==> src/clk_sel_pkg.sv <==
// Constants, register map and carrier types for the system clock selector
//==============================================================================
// Function
// - Wake timers tick from the low-frequency 32 kHz domain, never the system clock.
// - The system controller sequencer runs from the 1 MHz controller slow oscillator.
// - Low-frequency source is selectable: internal 32.768 kHz oscillator or crystal.
// - Internal high-speed oscillator offers only 48, 32, 24 and 12 MHz settings.
// - With the crystal as source, software picks full or half crystal frequency.
// - Radio clock stays on the crystal whatever the system clock source is.
// - CPU, buses and DMA share one system clock from six source/rate combinations.
// - Asynchronous bridge peripherals get a fixed clock independent of the system clock.
// - Core tick timer runs from the system clock or a divided version of it.
// - Each of twelve SRAM instances has its own clock gate and power switch.
// - Slow oscillator starts first; high-speed oscillator waits for stable regulators.
package clk_sel_pkg;

   //===========================================================================
   // Register map
   localparam logic [3:0] OFS_CTRL     = 4'h0;
   localparam logic [3:0] OFS_SRAM_CLK = 4'h4;
   localparam logic [3:0] OFS_SRAM_PWR = 4'h8;
   localparam logic [3:0] OFS_STATUS   = 4'hC;

   //===========================================================================
   // Sizes
   localparam int SRAM_COUNT   = 12;
   localparam int TICK_DIV_W   = 3;
   localparam int BRIDGE_DIV_W = 1;

   //===========================================================================
   // Control register fields
   localparam int CTRL_HF_XTAL_BIT  = 0;
   localparam int CTRL_XTAL_HALF    = 1;
   localparam int CTRL_OSC_FREQ_LO  = 2;
   localparam int CTRL_LF_XTAL_BIT  = 4;
   localparam int CTRL_TICK_DIV_BIT = 5;
   localparam int CTRL_TICK_RAT_LO  = 6;

   //===========================================================================
   // Oscillator frequency codes
   localparam logic [1:0] OSC_12MHZ = 2'h0;
   localparam logic [1:0] OSC_24MHZ = 2'h1;
   localparam logic [1:0] OSC_32MHZ = 2'h2;
   localparam logic [1:0] OSC_48MHZ = 2'h3;

   //===========================================================================
   // Reset values
   localparam logic [SRAM_COUNT-1:0] SRAM_RST   = 12'hFFF;
   localparam logic [1:0]            OSC_RST    = OSC_48MHZ;
   localparam logic [0:0]            BRIDGE_RAT = 1'h1;

   //===========================================================================
   // Types
   typedef struct packed {
      logic [TICK_DIV_W-1:0] tickRatio;
      logic                  tickDivided;
      logic                  lfXtal;
      logic [1:0]            oscFreq;
      logic                  xtalHalf;
      logic                  hfXtal;
   } ctrl_t;

   typedef struct packed {
      logic [3:0] addr;
      logic [31:0] wdata;
      logic        wr;
      logic        rd;
   } bus_req_t;

   typedef enum logic [4:0] {
      SEQ_OFF  = 5'h01,
      SEQ_SLOW = 5'h02,
      SEQ_REGS = 5'h04,
      SEQ_HF   = 5'h08,
      SEQ_RUN  = 5'h10
   } seq_t;

endpackage : clk_sel_pkg

==> src/tick_divider.sv <==
// Glitch-free power-of-two divider for clock tick pulses
`timescale 1ns/10ps
module tick_divider #(
   parameter int W = 3
) (
   input  wire logic         clk,
   input  wire logic         rst,
   input  wire logic         tickIn,
   input  wire logic [W-1:0] ratio,
   output logic              tickOut
);
   localparam int CW = 1 << W;

   logic [CW-1:0] count_reg;
   logic [W-1:0]  ratio_reg;
   logic [CW-1:0] limit;

   assign limit   = CW'((1 << ratio_reg) - 1);
   assign tickOut = tickIn && (count_reg == limit);

   //===========================================================================
   // Ratio only changes at a period boundary
   always_ff @(posedge clk) begin
      if (rst) begin
         count_reg <= '0;
         ratio_reg <= '0;
      end else if (tickIn) begin
         if (count_reg == limit) begin
            count_reg <= '0;
            ratio_reg <= ratio;
         end else begin
            count_reg <= count_reg + 1'b1;
         end
      end
   end
endmodule : tick_divider

==> src/tick_mux.sv <==
// Glitch-free two-input selector for clock tick pulses
`timescale 1ns/10ps
module tick_mux (
   input  wire logic clk,
   input  wire logic rst,
   input  wire logic tickA,
   input  wire logic tickB,
   input  wire logic selB,
   output logic      tickOut,
   output logic      activeB
);
   logic enA_reg;
   logic enB_reg;

   assign tickOut = (enA_reg & tickA) | (enB_reg & tickB);
   assign activeB = enB_reg;

   //===========================================================================
   // Old source stops after its own tick, new one starts on its own tick
   always_ff @(posedge clk) begin
      if (rst) begin
         enA_reg <= 1'b1;
         enB_reg <= 1'b0;
      end else if (selB) begin
         if (enA_reg && tickA) enA_reg <= 1'b0;
         if (!enA_reg && !enB_reg && tickB) enB_reg <= 1'b1;
      end else begin
         if (enB_reg && tickB) enB_reg <= 1'b0;
         if (!enA_reg && !enB_reg && tickA) enA_reg <= 1'b1;
      end
   end
endmodule : tick_mux

==> src/system_clock_select.sv <==
// System clock selection, distribution, SRAM gating and start-up sequencing
//
// Chosen here: the plain strobed port and the register offsets.
`timescale 1ns/10ps
module system_clock_select
   import clk_sel_pkg::*;
(
   input  wire logic                  clk,
   input  wire logic                  rst,
   input  wire logic [3:0]            regAddr,
   input  wire logic [31:0]           regWdata,
   input  wire logic                  regWr,
   input  wire logic                  regRd,
   output logic [31:0]                regRdata,
   input  wire logic                  controllerSlowOscTick,
   input  wire logic                  lfOscTick,
   input  wire logic                  lfXtalTick,
   input  wire logic                  freeRunningOscTick,
   input  wire logic                  xtalTick,
   input  wire logic                  regulatorsStable,
   output logic                       controllerSlowOscEnable,
   output logic                       freeRunningOscEnable,
   output logic [1:0]                 freeRunningOscFreq,
   output logic                       controllerTick,
   output logic                       wakeTimerTick,
   output logic                       sysClkTick,
   output logic                       radioClkTick,
   output logic                       bridgeClkTick,
   output logic                       coreTickTimerTick,
   output logic [SRAM_COUNT-1:0]      sramClkEn,
   output logic [SRAM_COUNT-1:0]      sramPwrEn
);
   //===========================================================================
   // Registers
   bus_req_t              req;
   ctrl_t                 ctrl_reg;
   logic [SRAM_COUNT-1:0] sramClk_reg;
   logic [SRAM_COUNT-1:0] sramPwr_reg;
   logic [31:0]           rdata_reg;
   seq_t                  seq_reg;
   logic                  slowEn_reg;
   logic                  oscEn_reg;
   logic [1:0]            oscFreq_reg;
   logic                  oscSeen_reg;

   logic                  xtalPathTick;
   logic                  oscPathTick;
   logic                  hfActiveXtal;
   logic                  lfActiveXtal;
   logic                  tickDivOut;
   logic                  tickActiveDiv;
   logic [31:0]           statusWord;

   assign req = '{addr: regAddr, wdata: regWdata, wr: regWr, rd: regRd};

   //===========================================================================
   // Register writes
   always_ff @(posedge clk) begin
      if (rst) begin
         ctrl_reg <= '{tickRatio: '0, tickDivided: 1'b0, lfXtal: 1'b0,
                       oscFreq: OSC_RST, xtalHalf: 1'b0, hfXtal: 1'b0};
      end else if (req.wr && req.addr == OFS_CTRL) begin
         ctrl_reg.hfXtal      <= req.wdata[CTRL_HF_XTAL_BIT];
         ctrl_reg.xtalHalf    <= req.wdata[CTRL_XTAL_HALF];
         ctrl_reg.oscFreq     <= req.wdata[CTRL_OSC_FREQ_LO +: 2];
         ctrl_reg.lfXtal      <= req.wdata[CTRL_LF_XTAL_BIT];
         ctrl_reg.tickDivided <= req.wdata[CTRL_TICK_DIV_BIT];
         ctrl_reg.tickRatio   <= req.wdata[CTRL_TICK_RAT_LO +: TICK_DIV_W];
      end
   end

   always_ff @(posedge clk) begin
      if (rst) begin
         sramClk_reg <= SRAM_RST;
      end else if (req.wr && req.addr == OFS_SRAM_CLK) begin
         sramClk_reg <= req.wdata[SRAM_COUNT-1:0];
      end
   end

   always_ff @(posedge clk) begin
      if (rst) begin
         sramPwr_reg <= SRAM_RST;
      end else if (req.wr && req.addr == OFS_SRAM_PWR) begin
         sramPwr_reg <= req.wdata[SRAM_COUNT-1:0];
      end
   end

   //===========================================================================
   // Register reads, data one cycle after the strobe
   assign statusWord = {21'h0, seq_reg, oscFreq_reg, tickActiveDiv, lfActiveXtal,
                        hfActiveXtal, regulatorsStable};

   always_ff @(posedge clk) begin
      if (rst) begin
         rdata_reg <= 32'h0;
      end else if (req.rd) begin
         case (req.addr)
            OFS_CTRL:     rdata_reg <= {23'h0, ctrl_reg.tickRatio, ctrl_reg.tickDivided,
                                        ctrl_reg.lfXtal, ctrl_reg.oscFreq,
                                        ctrl_reg.xtalHalf, ctrl_reg.hfXtal};
            OFS_SRAM_CLK: rdata_reg <= {20'h0, sramClk_reg};
            OFS_SRAM_PWR: rdata_reg <= {20'h0, sramPwr_reg};
            OFS_STATUS:   rdata_reg <= statusWord;
            default:      rdata_reg <= 32'h0;
         endcase
      end else begin
         rdata_reg <= 32'h0;
      end
   end

   assign regRdata = rdata_reg;

   //===========================================================================
   // Start-up sequencer, stepped by the controller slow oscillator
   always_ff @(posedge clk) begin
      if (rst) begin
         seq_reg <= SEQ_OFF;
      end else begin
         case (seq_reg)
            SEQ_OFF:  seq_reg <= SEQ_SLOW;
            SEQ_SLOW: if (controllerSlowOscTick) seq_reg <= SEQ_REGS;
            SEQ_REGS: if (controllerSlowOscTick && regulatorsStable) begin
               seq_reg <= SEQ_HF;
            end
            SEQ_HF:   if (controllerSlowOscTick && oscSeen_reg) begin
               seq_reg <= SEQ_RUN;
            end
            SEQ_RUN:  seq_reg <= SEQ_RUN;
            default:  seq_reg <= SEQ_OFF;
         endcase
      end
   end

   always_ff @(posedge clk) begin
      if (rst) begin
         slowEn_reg <= 1'b0;
      end else begin
         slowEn_reg <= (seq_reg != SEQ_OFF);
      end
   end

   always_ff @(posedge clk) begin
      if (rst) begin
         oscEn_reg <= 1'b0;
      end else begin
         oscEn_reg <= (seq_reg == SEQ_HF) || (seq_reg == SEQ_RUN);
      end
   end

   // Oscillator seen running; held so start-up cannot stall on tick phase
   always_ff @(posedge clk) begin
      if (rst) begin
         oscSeen_reg <= 1'b0;
      end else if (seq_reg == SEQ_HF && oscPathTick) begin
         oscSeen_reg <= 1'b1;
      end
   end

   //===========================================================================
   // Oscillator frequency setting, taken only while its output is idle
   always_ff @(posedge clk) begin
      if (rst) begin
         oscFreq_reg <= OSC_RST;
      end else if (!oscPathTick) begin
         oscFreq_reg <= ctrl_reg.oscFreq;
      end
   end

   assign controllerSlowOscEnable = slowEn_reg;
   assign freeRunningOscEnable    = oscEn_reg;
   assign freeRunningOscFreq      = oscFreq_reg;
   assign controllerTick          = slowEn_reg & controllerSlowOscTick;

   //===========================================================================
   // Low-frequency domain
   tick_mux u_lfMux (
      .clk     (clk),
      .rst     (rst),
      .tickA   (lfOscTick),
      .tickB   (lfXtalTick),
      .selB    (ctrl_reg.lfXtal),
      .tickOut (wakeTimerTick),
      .activeB (lfActiveXtal)
   );

   //===========================================================================
   // High-frequency system clock
   assign oscPathTick = oscEn_reg & freeRunningOscTick;

   tick_divider #(.W(1)) u_xtalDiv (
      .clk     (clk),
      .rst     (rst),
      .tickIn  (xtalTick),
      .ratio   (ctrl_reg.xtalHalf),
      .tickOut (xtalPathTick)
   );

   tick_mux u_hfMux (
      .clk     (clk),
      .rst     (rst),
      .tickA   (oscPathTick),
      .tickB   (xtalPathTick),
      .selB    (ctrl_reg.hfXtal),
      .tickOut (sysClkTick),
      .activeB (hfActiveXtal)
   );

   assign radioClkTick = xtalTick;

   //===========================================================================
   // Fixed bridge clock, crystal based and independent of selection
   tick_divider #(.W(BRIDGE_DIV_W)) u_bridgeDiv (
      .clk     (clk),
      .rst     (rst),
      .tickIn  (xtalTick),
      .ratio   (BRIDGE_RAT),
      .tickOut (bridgeClkTick)
   );

   //===========================================================================
   // Core tick timer clock
   tick_divider #(.W(TICK_DIV_W)) u_tickDiv (
      .clk     (clk),
      .rst     (rst),
      .tickIn  (sysClkTick),
      .ratio   (ctrl_reg.tickRatio),
      .tickOut (tickDivOut)
   );

   tick_mux u_tickMux (
      .clk     (clk),
      .rst     (rst),
      .tickA   (sysClkTick),
      .tickB   (tickDivOut),
      .selB    (ctrl_reg.tickDivided),
      .tickOut (coreTickTimerTick),
      .activeB (tickActiveDiv)
   );

   //===========================================================================
   // Per-instance SRAM gates
   genvar i;
   generate
      for (i = 0; i < SRAM_COUNT; i++) begin : g_sram
         assign sramPwrEn[i] = sramPwr_reg[i];
         assign sramClkEn[i] = sramClk_reg[i] & sramPwr_reg[i];
      end
   endgenerate

endmodule : system_clock_select

==> config.mk <==
export PLATFORM = sky130hd
export DESIGN_NAME = system_clock_select
export DESIGN_NICKNAME = d
export VERILOG_FILES = /design/src/clk_sel_pkg.sv /design/src/tick_divider.sv /design/src/tick_mux.sv /design/src/system_clock_select.sv
export SDC_FILE = /design/constraint.sdc
export NUM_CORES = 1
export LEC_CHECK = 0
export ABC_CLOCK_PERIOD_IN_PS = 6550
export BUFFER_PORTS_ARGS = -buffer_cell sky130_fd_sc_hd__buf_2
export CAP_MARGIN = 5
export CORE_ASPECT_RATIO = 1.4
export CORE_MARGIN = 2
export CORE_UTILIZATION = 30
export CTS_CLUSTER_DIAMETER = 200
export CTS_CLUSTER_SIZE = 20
export DETAILED_ROUTE_END_ITERATION = 7
export GPL_ROUTABILITY_DRIVEN = 0
export SYNTH_ARGS = -nofsm -noshare
export SYNTH_HDL_FRONTEND = slang
export SYNTH_SLANG_ARGS = --single-unit
==> constraint.sdc <==
create_clock -name clk -period 6.55 [get_ports clk]
set_input_delay 0.9825 -clock clk [delete_from_list [all_inputs] [get_ports clk]]
set_output_delay 0.9825 -clock clk [all_outputs]
set_load 0.01 [all_outputs]
==> flow_summary.rst <==
.. list-table::
   :header-rows: 1

   * - Metric
     - Value
   * - Status
     - finished, final reports clean
   * - Overall Global Routing Usage
     - 0.165
   * - Residual DRC
     - 0
   * - Setup bufs post-CTS
     - 0
   * - Slowest-stage cell, CP
     - xnor2_1
   * - Layout overhead on the synthesized area
     - 19.9%
   * - Grt ovf
     - 0
   * - Kind of launch point of the worst setup path
     - register
   * - Hold Fails Final Rpt
     - 0
   * - Primary FF master, synth
     - dfxtp_1
   * - Antenna violations before repair
     - 0
   * - Top library cells by usage in the layout, fill and taps aside
     - nand2_1, dfxtp_1, buf_2
   * - Number of hold buffers added after CTS
     - 0
   * - Post-Route Setup TNS
     - 0 ps
   * - Final wirelength
     - 10.6 mm
   * - Count of routing violations after the opening detailed-route iteration
     - 224
   * - Stage delay of the slowest cell on the critical path
     - about 490 ps
   * - Antenna cell count
     - 0
   * - Synth warnings
     - 0
   * - Effective utilization at floorplan
     - 0.304
   * - Buffers added on ports
     - slightly above 70
   * - Post-synthesis cell type count
     - 60
   * - Fin crit period
     - approximately 3800 ps
   * - Chip Width
     - 97.9 um
   * - Endpoints failing setup
     - 0
   * - Buffers and inverters on the worst path
     - 1
   * - Cell-by-cell listing of the critical path
     - or3_1 > ha_1 > nor4bb_1 > a211oi_2 > xnor2_1 > nor4_1 > o21a_1 > buf_2
   * - Share of final-layout standard cells stronger than drive strength 1
     - 0.202
   * - Final #Nets
     - roughly 560
   * - Critical Path End Type
     - output port
   * - Layout Cell Area excl Fill
     - approximately 0.0044 mm^2
   * - H-tree level count
     - 3
   * - Crit Path Max Fanout
     - 11
   * - Floorplan core area
     - around 0.012 mm^2
   * - CTS tree
     - built
   * - Wire length of the first global-routing pass
     - between 15 and 20 mm
   * - Max Clock Skew
     - 5.53 ps
   * - Number of storage elements in the synthesis netlist
     - roughly 80
   * - Fmax
     - 261 MHz
   * - Clk slew on worst S/H paths
     - about 60 ps
   * - Vias after detailed routing
     - 3402
   * - Proportion of register bits with asynchronous set or reset after synthesis
     - 0
   * - Post-route antenna net violation count
     - 0
   * - Top cell type's share of synthesized area
     - 0.421
   * - Delay-heaviest family, CP
     - simple AND/OR/NAND/NOR gates
   * - Slew Viols, Final
     - 0
   * - CTS-repair resized insts
     - 0
   * - Max Cap Viol
     - 0
   * - RSZ-0062 raised after global routing
     - no
   * - Number of buffers created by CTS
     - 9
   * - Total power per unit cell area
     - about 260 mW/mm^2
   * - Dominant cell type by area after synthesis
     - dfxtp_1
   * - Top cells by area in the synthesized netlist
     - dfxtp_1, nand2_1, nand3_1
   * - Critical path arrival
     - ~2800 ps
   * - Core Rows
     - 48
   * - Most common library cell in the layout ignoring fill and taps
     - nand2_1
   * - Final HPWL DP
     - 7.40 mm
   * - Cell area after placement
     - approximately 0.0041 mm^2
   * - Count of TritonRoute iterations in the first routing pass
     - 5
   * - Clock insertion delay at the later pin of the skew report
     - 340 ps
   * - Number of global-route vias before repair
     - around 3400
   * - Die height
     - between 100 and 150 um
   * - Gate count after technology mapping
     - 455
   * - Required time worst endpoint
     - around 5600 ps
   * - Clock root cell
     - clkbuf_16
   * - Lkg Pwr
     - ~1.8 nW
   * - Period utilisation layout
     - 0.584
   * - Die footprint
     - between 0.01 and 0.015 mm^2
   * - Post-DR vias/cell
     - 5.09
   * - Worst-case vdd ir drop
     - around 0.15 mV
   * - Maximum buffer depth of the clock tree
     - 2
   * - Average footprint of a synthesized cell
     - about 8.1 um^2
   * - Tightest Pin Transition
     - 659 ps
   * - EDFF count, synth
     - 0
   * - CTS sink count
     - 78
   * - Pin count of the biggest net entering global routing
     - 44
   * - Worst min-delay path category
     - register to register
   * - Crit Path Class
     - register to output port
   * - Share of synthesized area occupied by flip-flops and latches
     - 0.421
   * - WL/cell
     - 15.8 um
   * - Relative slew slack
     - 0.557
   * - Netlist area before placement
     - 0.00371 mm^2
   * - Total I/O pin count
     - roughly 110
area by class of cell:
class,instances,area (um^2)
flip-flops and latches,78,1560
multi-input cells,345,1950
clock inverters,4,95.1
fillers,1275,7750
repair buffers,75,385
inverters,6,22.5
well taps,150,188
clock buffers,11,243
synthesized netlist by cell type (5+ instances only):
cell type	instances
and3_1	5
buf_4	21
and2_1	17
xor2_1	6
nand2_1	98
dfxtp_1	78
nand3_1	38
nor3_1	9
a21oi_1	23
nor4_1	6
nor2_1	29
mux2i_1	6
nor2b_1	5
a22oi_1	19
clkbuf_1	20
o21ai_0	12
inv_1	5
worst reg2reg max path, stage by stage (launching register included):
cell and delay [ps]:
dfxtp_1 400, or3_1 390, ha_1 300, or4b_1 510, o211ai_2 140, xor2_4 150, nor4_4 620, mux2i_1 270
metal layers:
layer | global-route usage | vias to the layer above | routed length, um
met5 | 0 | - | 0
met4 | 0.0787 | 0 | 348
met3 | 0.0325 | 24 | 555
met2 | 0.310 | 109 | 5710
met1 | 0.174 | 1607 | 3960
li1 | - | 1662 | -
metrics by stage:
step | setup WS (ps) | util | instances | hold slack, ps | power, mW
floorplan | 3350 | - | 474 | 449 | 0.575
global placement | 3140 | 0.337 | 654 | 463 | 0.602
detailed placement | 3100 | 0.337 | 654 | 472 | 0.604
CTS | 2730 | 0.364 | 669 | 482 | 1.18
global route | 2540 | 0.364 | 669 | 505 | 1.21
finish | 2720 | 0.364 | 669 | 480 | 1.17
power by group:
part           switching, mW  internal, mW
Clock                  0.192         0.380
Sequential            0.0134         0.486
Combinational         0.0590        0.0360
final timing paths:
check	startpoint	end	slack [ps]	cells past startpoint
max reg2reg	u_tickDiv.ratio_reg[1]	u_tickDiv.ratio_reg[2]	3700	7
min reg2reg	ctrl_reg[7]	ctrl_reg[7]	480	2
min	ctrl_reg[7]	ctrl_reg[7]	480	2
max	u_tickDiv.ratio_reg[1]	coreTickTimerTick	2720	8
cells by family after synthesis:
logic type / count (synthesis) / synth area share
buffers and inverters: 51 / 0.0776
DFF: 78 / 0.421
muxes: 8 / 0.0223
other: 1 / 0.00101
AOI/OAI and AO/OA: 73 / 0.137
adders and majority gates: 2 / 0.00675
and+or+nand+nor: 232 / 0.305
xor gates and xnor gates: 10 / 0.0287
No activity file was read; power rests on OpenSTA's default activity.
